==> src/core/prmu_defs.svh <==
// offsets, field positions and reset values for the paged relocation unit
`ifndef PRMU_DEFS_SVH
`define PRMU_DEFS_SVH

`define PRMU_KBASE_OFS 8'h00
`define PRMU_KDESC_OFS 8'h20
`define PRMU_UBASE_OFS 8'h40
`define PRMU_UDESC_OFS 8'h60
`define PRMU_CTRL_OFS 8'h80
`define PRMU_STAT_OFS 8'h84
`define PRMU_SET_BIT 6
`define PRMU_KIND_BIT 5
`define PRMU_CTRL_RELOC_BIT 0

`define PRMU_ACF_MSB 2
`define PRMU_ACF_LSB 1
`define PRMU_PLEN_MSB 14
`define PRMU_PLEN_LSB 8
`define PRMU_DESC_MASK 16'h7F06
`define PRMU_BASE_W 12
`define PRMU_BLK_SHIFT 6

`define PRMU_PSW_MODE_MSB 15
`define PRMU_PSW_MODE_LSB 14
`define PRMU_MODE_KERNEL 2'h0
`define PRMU_MODE_USER 2'h3
`define PRMU_IO_PAGE 3'h7
`define PRMU_IO_HIGH 2'h3

`define PRMU_ACF_NONRES 2'h0
`define PRMU_ACF_RDONLY 2'h1
`define PRMU_ACF_UNUSED 2'h2
`define PRMU_ACF_RDWR 2'h3

`define PRMU_BASE_RST 12'h000
`define PRMU_DESC_RST 16'h0000
`define PRMU_RELOC_RST 1'b0

`endif

==> src/core/prmu_pkg.sv <==
// types shared by the paged relocation unit
package prmu_pkg;
    typedef enum logic [2:0] {
        PRMU_OK,
        PRMU_MODE,
        PRMU_NONRES,
        PRMU_LENGTH,
        PRMU_RDONLY
    } prmu_cause_t;
endpackage

==> src/core/prmu_top.sv <==
// paged relocation unit: page registers, bus slave and processor request path
//
// Our own choices: the placing of the registers and the AHB-Lite interface to the registers.
`timescale 1ns/1ps
`default_nettype none
`include "prmu_defs.svh"
module prmu_top
    import prmu_pkg::*;
(
    input wire logic hclk,
    input wire logic hresetn,
    input wire logic hsel,
    input wire logic [31:0] haddr,
    input wire logic [1:0] htrans,
    input wire logic hwrite,
    input wire logic [2:0] hsize,
    input wire logic [31:0] hwdata,
    input wire logic hready,
    output logic hreadyout,
    output logic hresp,
    output logic [31:0] hrdata,
    input wire logic cpu_req,
    input wire logic cpu_write,
    input wire logic [15:0] virtual_address,
    input wire logic [15:0] processor_status_word,
    input wire logic priv_instr,
    output logic bus_req,
    output logic bus_write,
    output logic [17:0] physical_address,
    output logic mmu_abort,
    output logic sp_select,
    output logic priv_refuse
);
    // [5] hit, [4] user set, [3] descriptor, [2:0] page
    function automatic logic [5:0] prmu_decode(input logic [7:0] a);
        logic [5:0] r;
        r = 6'h00;
        if (a < `PRMU_CTRL_OFS && a[1:0] == 2'h0) begin
            r = {1'b1, a[`PRMU_SET_BIT], a[`PRMU_KIND_BIT], a[4:2]};
        end
        return r;
    endfunction

    // every pair keeps its own rights, so aliased bases stay independent
    logic [11:0] base_mem [16];
    logic [15:0] desc_mem [16];
    logic reloc_en;
    logic wr_pend;
    logic rd_pend;
    logic [7:0] wr_addr;
    logic [7:0] rd_addr;
    prmu_cause_t last_cause;
    logic [15:0] abort_va;
    logic [17:0] xl_paddr;
    logic xl_abort;
    prmu_cause_t xl_cause;

    // hsize is not checked: only whole-word transfers are supported
    wire addr_take = hsel && hready && htrans[1];
    wire [5:0] wr_dec = prmu_decode(wr_addr);
    wire [5:0] rd_dec = prmu_decode(rd_addr);
    wire [3:0] wr_slot = {wr_dec[4], wr_dec[2:0]};
    wire [3:0] rd_slot = {rd_dec[4], rd_dec[2:0]};
    wire wr_base = wr_pend && wr_dec[5] && !wr_dec[3];
    wire wr_desc = wr_pend && wr_dec[5] && wr_dec[3];
    wire wr_ctrl = wr_pend && wr_addr == `PRMU_CTRL_OFS;
    wire wr_stat = wr_pend && wr_addr == `PRMU_STAT_OFS;

    wire [31:0] pair_word = rd_dec[3] ? {16'h0000, desc_mem[rd_slot]} :
        {20'h00000, base_mem[rd_slot]};
    wire [31:0] rd_word = rd_dec[5] ? pair_word :
        rd_addr == `PRMU_CTRL_OFS ? {31'h00000000, reloc_en} :
        rd_addr == `PRMU_STAT_OFS ? {abort_va, 13'h0000, last_cause} : 32'h00000000;

    wire [1:0] cur_mode = processor_status_word[`PRMU_PSW_MODE_MSB:`PRMU_PSW_MODE_LSB];
    wire user_mode = cur_mode == `PRMU_MODE_USER;
    wire [3:0] xl_slot = {user_mode, virtual_address[15:13]};

    prmu_xlate u_xlate (
        .reloc_en(reloc_en),
        .mode(cur_mode),
        .vaddr(virtual_address),
        .write(cpu_write),
        .page_base(base_mem[xl_slot]),
        .page_desc(desc_mem[xl_slot]),
        .paddr(xl_paddr),
        .abort(xl_abort),
        .cause(xl_cause)
    );

    // bus slave: writes land in the data phase, reads take one wait state so that
    // a read right behind a write already sees the new value
    always_ff @(posedge hclk or negedge hresetn) begin
        if (!hresetn) begin
            wr_pend <= 1'b0;
            rd_pend <= 1'b0;
            wr_addr <= 8'h00;
            rd_addr <= 8'h00;
            hreadyout <= 1'b1;
            hresp <= 1'b0;
            hrdata <= 32'h00000000;
        end else begin
            wr_pend <= addr_take && hwrite;
            rd_pend <= addr_take && !hwrite;
            if (addr_take) begin
                wr_addr <= haddr[7:0];
                rd_addr <= haddr[7:0];
            end
            hreadyout <= !(addr_take && !hwrite);
            hresp <= 1'b0;
            if (rd_pend) begin
                hrdata <= rd_word;
            end
        end
    end

    always_ff @(posedge hclk or negedge hresetn) begin
        if (!hresetn) begin
            for (int i = 0; i < 16; i++) begin
                base_mem[i] <= `PRMU_BASE_RST;
                desc_mem[i] <= `PRMU_DESC_RST;
            end
        end else begin
            if (wr_base) begin
                base_mem[wr_slot] <= hwdata[`PRMU_BASE_W-1:0];
            end
            if (wr_desc) begin
                desc_mem[wr_slot] <= hwdata[15:0] & `PRMU_DESC_MASK;
            end
        end
    end

    always_ff @(posedge hclk or negedge hresetn) begin
        if (!hresetn) begin
            reloc_en <= `PRMU_RELOC_RST;
        end else if (wr_ctrl) begin
            reloc_en <= hwdata[`PRMU_CTRL_RELOC_BIT];
        end
    end

    // a new abort in the cycle of a status write wins over the clear
    always_ff @(posedge hclk or negedge hresetn) begin
        if (!hresetn) begin
            last_cause <= PRMU_OK;
            abort_va <= 16'h0000;
        end else if (cpu_req && xl_abort) begin
            last_cause <= xl_cause;
            abort_va <= virtual_address;
        end else if (wr_stat) begin
            last_cause <= PRMU_OK;
        end
    end

    // one request per cycle, answered one edge later; an abort never reaches the bus
    always_ff @(posedge hclk or negedge hresetn) begin
        if (!hresetn) begin
            bus_req <= 1'b0;
            bus_write <= 1'b0;
            physical_address <= 18'h00000;
            mmu_abort <= 1'b0;
            sp_select <= 1'b0;
            priv_refuse <= 1'b0;
        end else begin
            bus_req <= cpu_req && !xl_abort;
            mmu_abort <= cpu_req && xl_abort;
            if (cpu_req && !xl_abort) begin
                physical_address <= xl_paddr;
                bus_write <= cpu_write;
            end
            sp_select <= user_mode;
            priv_refuse <= priv_instr && cur_mode != `PRMU_MODE_KERNEL;
        end
    end

    wire [1:0] sel_acf = desc_mem[xl_slot][`PRMU_ACF_MSB:`PRMU_ACF_LSB];
    wire [6:0] sel_len = desc_mem[xl_slot][`PRMU_PLEN_MSB:`PRMU_PLEN_LSB];
    wire [17:0] sel_sum = {base_mem[xl_slot], 6'h00} + {5'h00, virtual_address[12:0]};
    wire good_mode = cur_mode == `PRMU_MODE_KERNEL || user_mode;
endmodule
`default_nettype wire

==> src/core/prmu_xlate.sv <==
// virtual to physical translation and access check for one page register pair
`timescale 1ns/1ps
`default_nettype none
`include "prmu_defs.svh"
module prmu_xlate
    import prmu_pkg::*;
(
    input wire logic reloc_en,
    input wire logic [1:0] mode,
    input wire logic [15:0] vaddr,
    input wire logic write,
    input wire logic [11:0] page_base,
    input wire logic [15:0] page_desc,
    output logic [17:0] paddr,
    output logic abort,
    output var prmu_cause_t cause
);
    wire [1:0] acf = page_desc[`PRMU_ACF_MSB:`PRMU_ACF_LSB];
    wire [6:0] plen = page_desc[`PRMU_PLEN_MSB:`PRMU_PLEN_LSB];
    wire [6:0] blk = vaddr[12:`PRMU_BLK_SHIFT];
    wire io_page = vaddr[15:13] == `PRMU_IO_PAGE;
    wire mode_bad = mode != `PRMU_MODE_KERNEL && mode != `PRMU_MODE_USER;
    wire nonres = acf == `PRMU_ACF_NONRES || acf == `PRMU_ACF_UNUSED;
    wire too_long = blk > plen;
    wire rd_only = write && acf == `PRMU_ACF_RDONLY;
    // base sits on a 32-word boundary, so the low six byte bits come from the offset
    wire [17:0] reloc_pa = {page_base, 6'h00} + {5'h00, vaddr[12:0]};
    wire [17:0] direct_pa = {(io_page ? `PRMU_IO_HIGH : 2'h0), vaddr};

    assign paddr = reloc_en ? reloc_pa : direct_pa;
    assign abort = cause != PRMU_OK;

    always_comb begin
        cause = PRMU_OK;
        if (mode_bad) begin
            cause = PRMU_MODE;
        end else if (reloc_en && nonres) begin
            cause = PRMU_NONRES;
        end else if (reloc_en && too_long) begin
            cause = PRMU_LENGTH;
        end else if (reloc_en && rd_only) begin
            cause = PRMU_RDONLY;
        end
    end
endmodule
`default_nettype wire

==> config.mk <==
export PLATFORM = sky130hd
export DESIGN_NAME = prmu_top
export DESIGN_NICKNAME = d
export VERILOG_FILES = /design/src/core/prmu_pkg.sv /design/src/core/prmu_top.sv /design/src/core/prmu_xlate.sv
export VERILOG_INCLUDE_DIRS = /design/src /design/src/core
export SDC_FILE = /design/constraint.sdc
export NUM_CORES = 1
export LEC_CHECK = 0
export BUFFER_PORTS_ARGS = -buffer_cell sky130_fd_sc_hd__clkbuf_2
export CORE_MARGIN = 3
export CORE_UTILIZATION = 28
export CTS_CLUSTER_DIAMETER = 80
export DETAILED_ROUTE_END_ITERATION = 12
export GPL_ROUTABILITY_DRIVEN = 0
export PLACE_DENSITY = 0.54
export RECOVER_POWER = 25
export SLEW_MARGIN = 30
export SYNTH_ARGS = -nofsm -noshare
export SYNTH_HDL_FRONTEND = slang
export SYNTH_SLANG_ARGS = --single-unit
==> constraint.sdc <==
create_clock -name hclk -period 4.1 [get_ports hclk]
set_input_delay 0.41 -clock hclk [delete_from_list [all_inputs] [get_ports hclk]]
set_output_delay 0.41 -clock hclk [all_outputs]
set_load 0.005 [all_outputs]
==> metrics, run 1 <==
status=finished, violations left; violated checks=capacitance limit, slew limit; Slew Viols, Final=35; setup slack, reg-to-reg=610 ps; P&R area growth vs syn=16.60%; CTS Hold Bufs=1; WP data arrival=3950 ps; R2R depth=12; Yosys Warn Count=0; Synth async-reset ratio=100.0%; largest area contributor in the netlist=dfrtp_1; FF+latch area=10540 um^2; Hold WS=51.45 ps; Synth Cell Area=22480 um^2; vias post-DR=15950; DR vias/cell=5.391; met2 Usage GRT=28.11%; CTS clock-pin slew for the worst setup and hold paths=60 ps; Fmax achieved=0.2863 GHz; IO Pins=166; DIE AREA=83730 um^2; Final Util=33.07%; # resized after CTS=0; Seq cells post-synth=421; leakage=11.34 nW; Syn Area/Cell=12.64 um^2; all-layer global routing usage=17.03%; worst min path class=input port to flop; Pwr Density=433.2 nW/um^2; Core Area=79260 um^2; final wirelength=71.60 mm; # DRC=0; Root Buffer=clkbuf_16; first-pass GRT wire length=108.0 mm; startpoint types=flop; # fillers=7816; PnR worst setup slack=606.6 ps; clk buf depth=3; total iterations of the first detailed-routing run=7; multi-input gate area in the final layout=11190 um^2; Post-layout nets=1996; H-Tree Depth=2; Syn Inst Count=1779; vias in the first global route=16550; crit share post-route=85.21%; clock skew=14.23 ps; Post-Place Setup Slack=115.6 ps; unrepaired setup endpoints after global routing=no; die height=289.4 um; WS Path Type=flop to flop; min Tclk post-route=3493 ps; postcts setup bufs=0; TritonCTS clock tree=built; Hold Violations, Final=0; HPWL Detailed=46.22 mm; cell row count=103; initial antenna violation count=4; CTS Buf Count=46; Area contributors post-synth=dfrtp_1 47%, mux2_2 19%, mux4_2 11%; GR peak layer=met2; final setup fails=0; register area share after synthesis=46.86%; clock latency on the worst-skew pair=590 ps; Area after DPL=24530 um^2; dominant synthesized flop cell=dfrtp_1; Routed Antenna Nets=0; die extent in x=289.4 um; pin count of the biggest net entering global routing=116; Initial Utilization=28.37%; Netlist cell types=67; grt ovf=0; port bufs=104; Worst VDD drop=0.2448 mV; Sink Count=421; final instance area=26210 um^2; Crit Path Max Fanout=19; EDFF count, synth=0; Yosys top cell area share=46.75%; Setup crit end kind=flop; layout cells sized above 1=40.87%; hold path cells=2; initial drt markers=1187; DR WL/cell=24.21 um; critical path required time=4560 ps; Slew @ Worst Pin=2107 ps; GR Util met3=3.446%; overall power=11.36 mW; Slew HR=-40.46%; GRT met1 Usage=22.55%; MaxCap Viol Count=1
-- metrics by stage --
step                      instances  TNS (ps)
after floorplan                1780    -41.17
after global placement         2870         0
after detailed placement       2870         0
after CTS                      2955         0
after global routing           2956         0
final                          2958         0
-- synthesized netlist by cell type (9+ instances only) --
master	count
inv_1	34
a22oi_1	14
nand3_1	26
buf_1	18
o211ai_1	18
o2111ai_1	9
buf_2	40
mux2i_1	67
nand2b_1	12
mux4_2	109
o21a_1	9
nor2_1	108
nor3_1	10
dfrtp_1	420
clkbuf_1	85
a211oi_1	12
ha_1	16
o22ai_1	19
a31oi_1	12
a21o_1	9
nand2_1	66
mux2_2	380
o21ai_0	47
nor2b_1	19
a22o_1	16
o221ai_1	24
a21oi_1	76
-- cells in the final DEF (no fill, tap or decap), drive strengths merged, types with 37 or more instances in the layout --
cell    Yosys  routed
mux4      111     111
inv        36      37
dfrtp     420     420
mux2      382     382
mux2i      67      67
buf        65      86
clkbuf     85     170
nor2      111     111
a21oi      76      76
nand2      66      66
o21ai      48      48
-- path summary, 6_finish.rpt --
kind,end,from
worst max-delay path,physical_address[14]$_DFFE_PN0P_,desc_mem[57]$_DFFE_PN0P_
worst min-delay path,priv_refuse$_DFF_PN0_,priv_instr
worst max register to register,physical_address[14]$_DFFE_PN0P_,desc_mem[57]$_DFFE_PN0P_
worst min register to register,physical_address[15]$_DFFE_PN0P_,physical_address[15]$_DFFE_PN0P_
max in group asynchronous,rd_addr[3]$_DFFE_PN0P_,hresetn
min in group asynchronous,hrdata[18]$_DFFE_PN0P_,hresetn
-- critical path, stage by stage, from the launching register on --
cell,delay (ps)
dfrtp_1,410
mux4_2,470
mux4_2,580
inv_1,90
ha_1,230
nor2b_1,130
o21a_1,160
o21a_1,180
o31ai_2,170
buf_4,180
nand4_4,300
inv_4,170
mux2_4,300
-- cells by family (layout without fill, tap and decap cells) --
family	Yosys count	after routing	share of synthesized area [%]
AOI/OAI and AO/OA	310	310	9.377
xor gates and xnor gates	5	5	0.1948
adders and majority gates	17	17	0.9795
buffers and inverters	187	313	3.523
DFF	421	421	46.86
muxes	560	560	33.30
other	1	4	0.01668
and+or+nand+nor	278	278	5.743
-- metal layers --
metal / vias to the layer above / routed length (um)
met2: 561 / 33910
met1: 8372 / 30930
li1: 6892 / -
met4: 2 / 2005
met5: - / 13
met3: 119 / 4739
-- flip-flops by register name, indices dropped and copies added, names as in the netlist, 3 cells and up --
name and flops:
physical_address 18, base_mem 192, rd_addr 8, last_cause 3
desc_mem 144, hrdata 31, abort_va 16
-- layout make-up --
cell class	count	area share [%]
Inverter	37	0.5394
Timing Repair Buffer	192	5.160
Tap cell	1050	5.012
Multi-Input combinational cell	1172	42.68
Sequential cell	421	40.22
Clock inverter	19	1.083
Clock buffer	65	5.289
Antenna cell	2	0.01909
-- report_power, final --
part           internal, mW  switching, mW  leakage [nW]
clock network          2.80           1.78         0.826
registers              4.42          0.268          5.34
logic                 0.895           1.20          5.17
total                  8.11           3.25          11.3
No activity file was read; power rests on OpenSTA's default activity.
==> inputs of run 2 (changes only) <==
CTS_BUF_LIST = sky130_fd_sc_hd__clkbuf_16   (was not set)
==> metrics, run 2 (synthesis results as in run 1) <==
clk buf depth=3; Post-Place Setup Slack=115.6 ps; most frequent cells in the layout=418 x dfrtp_1, 380 x mux2_2, 109 x mux4_2, 108 x nor2_1, 100 x clkbuf_2; final setup fails=0; MaxCap Viol Count=1; setup slack, reg-to-reg=600 ps; final wirelength=71.59 mm; all-layer global routing usage=17.04%; die height=289.4 um; WP data arrival=3960 ps; worst min path class=input port to flop; Root Buffer=clkbuf_16; H-Tree Depth=2; # DRC=0; Slew @ Worst Pin=2095 ps; HPWL Detailed=46.22 mm; Initial Utilization=28.37%; commonest non-fill, non-tap cell in the layout=dfrtp_1; layout cells sized above 1=40.40%; Setup crit end kind=flop; critical path required time=4560 ps; Biggest register=base_mem; Crit Path Max Fanout=19; grt ovf=0; P&R area growth vs syn=16.17%; first-pass GRT wire length=108.1 mm; overall power=11.14 mW; initial drt markers=1130; CTS Buf Count=46; PnR worst setup slack=600.1 ps; startpoint types=flop; biggest regs=base_mem (192), desc_mem (144), hrdata (31); DIE AREA=83730 um^2; Pwr Density=426.6 nW/um^2; IO Pins=166; TritonCTS clock tree=built; Routed Antenna Nets=0; status=finished, violations left; Fmax achieved=0.2857 GHz; DR vias/cell=5.391; violated checks=capacitance limit, slew limit; initial antenna violation count=4; Slew HR=-39.69%; CTS clock-pin slew for the worst setup and hold paths=60 ps; WS Path Type=flop to flop; Final Util=32.95%; clock skew=15.71 ps; Sink Count=421; cell row count=103; pin count of the biggest net entering global routing=116; # resized after CTS=0; Post-layout nets=1996; vias in the first global route=16580; crit share post-route=85.36%; Slew Viols, Final=36; unrepaired setup endpoints after global routing=no; max reg flops=192; port bufs=104; min Tclk post-route=3500 ps; Hold Violations, Final=0; total iterations of the first detailed-routing run=4; vias post-DR=15950; DR WL/cell=24.20 um; die extent in x=289.4 um; Core Area=79260 um^2; Worst VDD drop=0.2449 mV; leakage=11.31 nW; clock latency on the worst-skew pair=590 ps
run 2: layout make-up:
cell class / count / area [um^2]
sequential: 421 / 10540
inverter: 37 / 141.4
clock buffer: 49 / 1226
timing repair buffer: 192 / 1356
multi-input combinational: 1172 / 11190
fill: 7829 / 53140
tap: 1050 / 1314
antenna: 2 / 5.005
clock inverter: 35 / 344.1
run 2: routing by layer:
layer | vias to the layer above | GRT usage [%] | share of wire, %
li1 | 6894 | - | -
met1 | 8416 | 22.55 | 43
met2 | 513 | 28.05 | 48
met3 | 121 | 3.485 | 6.3
met4 | 2 | 5.255 | 3.0
met5 | - | 0 | 0.018
run 2: critical path, stage by stage, from the launching register on:
cell,delay [ps]
dfrtp_1,390
mux4_2,490
mux4_2,570
inv_1,90
ha_1,230
nor2b_1,130
o21a_1,160
o21a_1,180
o31ai_2,170
buf_4,180
nand4_4,300
inv_4,170
mux2_4,300
run 2: power by group:
part,internal (mW),switching [mW]
combinational,0.895,1.19
sequential,4.42,0.268
clock,2.59,1.77
run 2: through the flow:
stage                     TNS (ps)  area (um^2)  hold WS (ps)  instances
after floorplan             -41.17        22510         114.4       1780
after global placement           0        24530         464.5       2870
after detailed placement         0        24530         473.3       2870
after CTS                        0        26110         11.88       2955
after global routing             0        26110         40.09       2956
final                            0        26120         50.88       2958
run 2: what timing repair did:
action	in CTS	in global routing
buffers inserted	0	0
hold endpoints to repair	89	0
endpoints found under the setup margin	0	0
hold buffers	1	0
run 2: final timing paths:
| kind | start | endpoint | depth (start not counted) |
|---|---|---|---|
| max in group asynchronous | hresetn | rd_addr[3]$_DFFE_PN0P_ | 3 |
| worst max-delay path | desc_mem[73]$_DFFE_PN0P_ | physical_address[14]$_DFFE_PN0P_ | 12 |
| worst min-delay path | priv_instr | priv_refuse$_DFF_PN0_ | 2 |
| worst min register to register | physical_address[15]$_DFFE_PN0P_ | physical_address[15]$_DFFE_PN0P_ | 2 |
| min in group asynchronous | hresetn | hrdata[18]$_DFFE_PN0P_ | 2 |
| worst max register to register | desc_mem[73]$_DFFE_PN0P_ | physical_address[14]$_DFFE_PN0P_ | 12 |
==> inputs of run 3 (changes only) <==
BUFFER_PORTS_ARGS = not set   (was -buffer_cell sky130_fd_sc_hd__clkbuf_2)
CORE_ASPECT_RATIO = 1.25   (was not set)
DONT_BUFFER_PORTS = 1   (was not set)
PLACE_DENSITY = 0.52   (was 0.54)
==> metrics, run 3 (synthesis results as in run 1) <==
Cell Count Post-Placement=2759; FF+latch area=10540 um^2; die height=322.8 um; # DRC=0; most frequent cells in the layout=418 x dfrtp_1, 380 x mux2_2, 109 x mux4_2, 108 x nor2_1, 76 x a21oi_1; IO Pins=166; critical path required time=4540 ps; multi-input gate area in the final layout=11190 um^2; port bufs=0; all-layer global routing usage=17.48%; Routed Antenna Nets=0; max reg flops=192; CTS clock-pin slew for the worst setup and hold paths=60 ps; Crit Path Max Fanout=22; P&R area growth vs syn=13.71%; # fillers=7899; layout cells sized above 1=35.46%; Hold Violations, Final=420; grt ovf=0; Hold WS=-426.0 ps; Root Buffer=clkbuf_16; violated checks=hold timing; vias in the first global route=16130; Slew HR=13.57%; Finished Layout Cells=2883; biggest regs=base_mem (192), desc_mem (144), hrdata (31); DIE AREA=83750 um^2; die extent in x=259.5 um; status=finished, violations left; DR WL/cell=25.86 um; initial antenna violation count=2; clk buf depth=3; Fmax achieved=0.2783 GHz; final wirelength=74.56 mm; initial drt markers=1206; worst min path class=input port to async pin; leakage=10.84 nW; unrepaired setup endpoints after global routing=no; Slew Viols, Final=0; Sink Count=421; Pwr Density=404.4 nW/um^2; WS Path Type=flop to flop; cell row count=115; HPWL Detailed=46.04 mm; clock skew=15.72 ps; Biggest register=base_mem; CTS Hold Bufs=49; n_diodes=0; Slew @ Worst Pin=1296 ps; min Tclk post-route=3593 ps; pin count of the biggest net entering global routing=422; Core Area=79140 um^2; commonest non-fill, non-tap cell in the layout=dfrtp_1; Worst VDD drop=0.2972 mV; setup TNS=0 ps; vias post-DR=15670; TritonCTS clock tree=built; startpoint types=flop; first-pass GRT wire length=110.0 mm; MaxCap Viol Count=0; Initial Utilization=28.41%; Post-layout nets=1926; DR vias/cell=5.436; WP data arrival=4030 ps; total iterations of the first detailed-routing run=5; clock latency on the worst-skew pair=560 ps; # resized after CTS=0; Setup crit end kind=flop; final setup fails=0; crit share post-route=87.63%; CTS Buf Count=43; H-Tree Depth=2
-- run 3: changes by cell type in the layout (fill, tap and decap cells not counted), sizes merged, moves of 3 or more --
cell	delta
buf	-9
bufinv	-5
clkbuf	-108
clkinv	-3
dlygate4sd3	+46
-- run 3: routing by layer --
layer  vias up  track usage (%)  wire length, um
met2       554            31.56            38440
met1      8249            21.11            29260
met3       147            2.756             4245
met5         -                0                0
met4         0            6.032             2615
li1       6723                -                -
-- run 3: final cells by class --
| type | count | share of cell area (%) |
|---|---|---|
| Inverter | 37 | 0.5530 |
| Clock buffer | 45 | 4.405 |
| Sequential cell | 421 | 41.24 |
| Multi-Input combinational cell | 1172 | 43.76 |
| Tap cell | 1053 | 5.153 |
| Timing Repair Buffer | 125 | 4.160 |
| Clock inverter | 30 | 0.7292 |
-- run 3: stage by stage --
step	instance area, um^2	worst slack (ps)	power, mW	util, %
after floorplan	22510	-33.80	5.996	-
after global placement	23770	338.7	6.485	30.04
after detailed placement	23770	356.0	6.519	30.04
after CTS	25580	453.4	10.44	32.32
after global routing	25570	324.0	10.74	32.31
final	25570	507.2	10.34	32.31
-- run 3: report_power, final --
group	internal, mW	switching (mW)
clock network	2.10	1.70
logic	0.816	1.02
registers	4.42	0.282
-- run 3: what timing repair did --
action,in CTS,in global routing
setup buffers,0,0
endpoints found under the hold margin,663,421
setup endpoints to repair,0,0
-- run 3: worst max-delay path, stage by stage, from the launching register on --
cell     delay [ps]
dfrtp_1         380
mux4_2          500
mux4_2          560
inv_1            90
ha_1            240
a21o_1          160
a21oi_1         180
inv_1            70
o31ai_2         360
nand4_4         430
inv_4           180
mux2_4          300
-- run 3: path summary, 6_finish.rpt --
| kind | from | endpoint | slack [ps] | cells after the start |
|---|---|---|---|---|
| setup / recovery | desc_mem[13]$_DFFE_PN0P_ | physical_address[14]$_DFFE_PN0P_ | 510 | 11 |
| hold / removal | hresetn | hrdata[20]$_DFFE_PN0P_ | -430 | 0 |
| setup reg to reg | desc_mem[13]$_DFFE_PN0P_ | physical_address[14]$_DFFE_PN0P_ | 510 | 11 |
| hold reg to reg | abort_va[15]$_DFFE_PN0P_ | hrdata[31]$_DFFE_PN0P_ | 490 | 1 |
| max in group asynchronous | hresetn | base_mem[88]$_DFFE_PN0P_ | 3500 | 0 |
| min in group hclk | hwdata[13] | desc_mem[221]$_DFFE_PN0P_ | 20 | 1 |
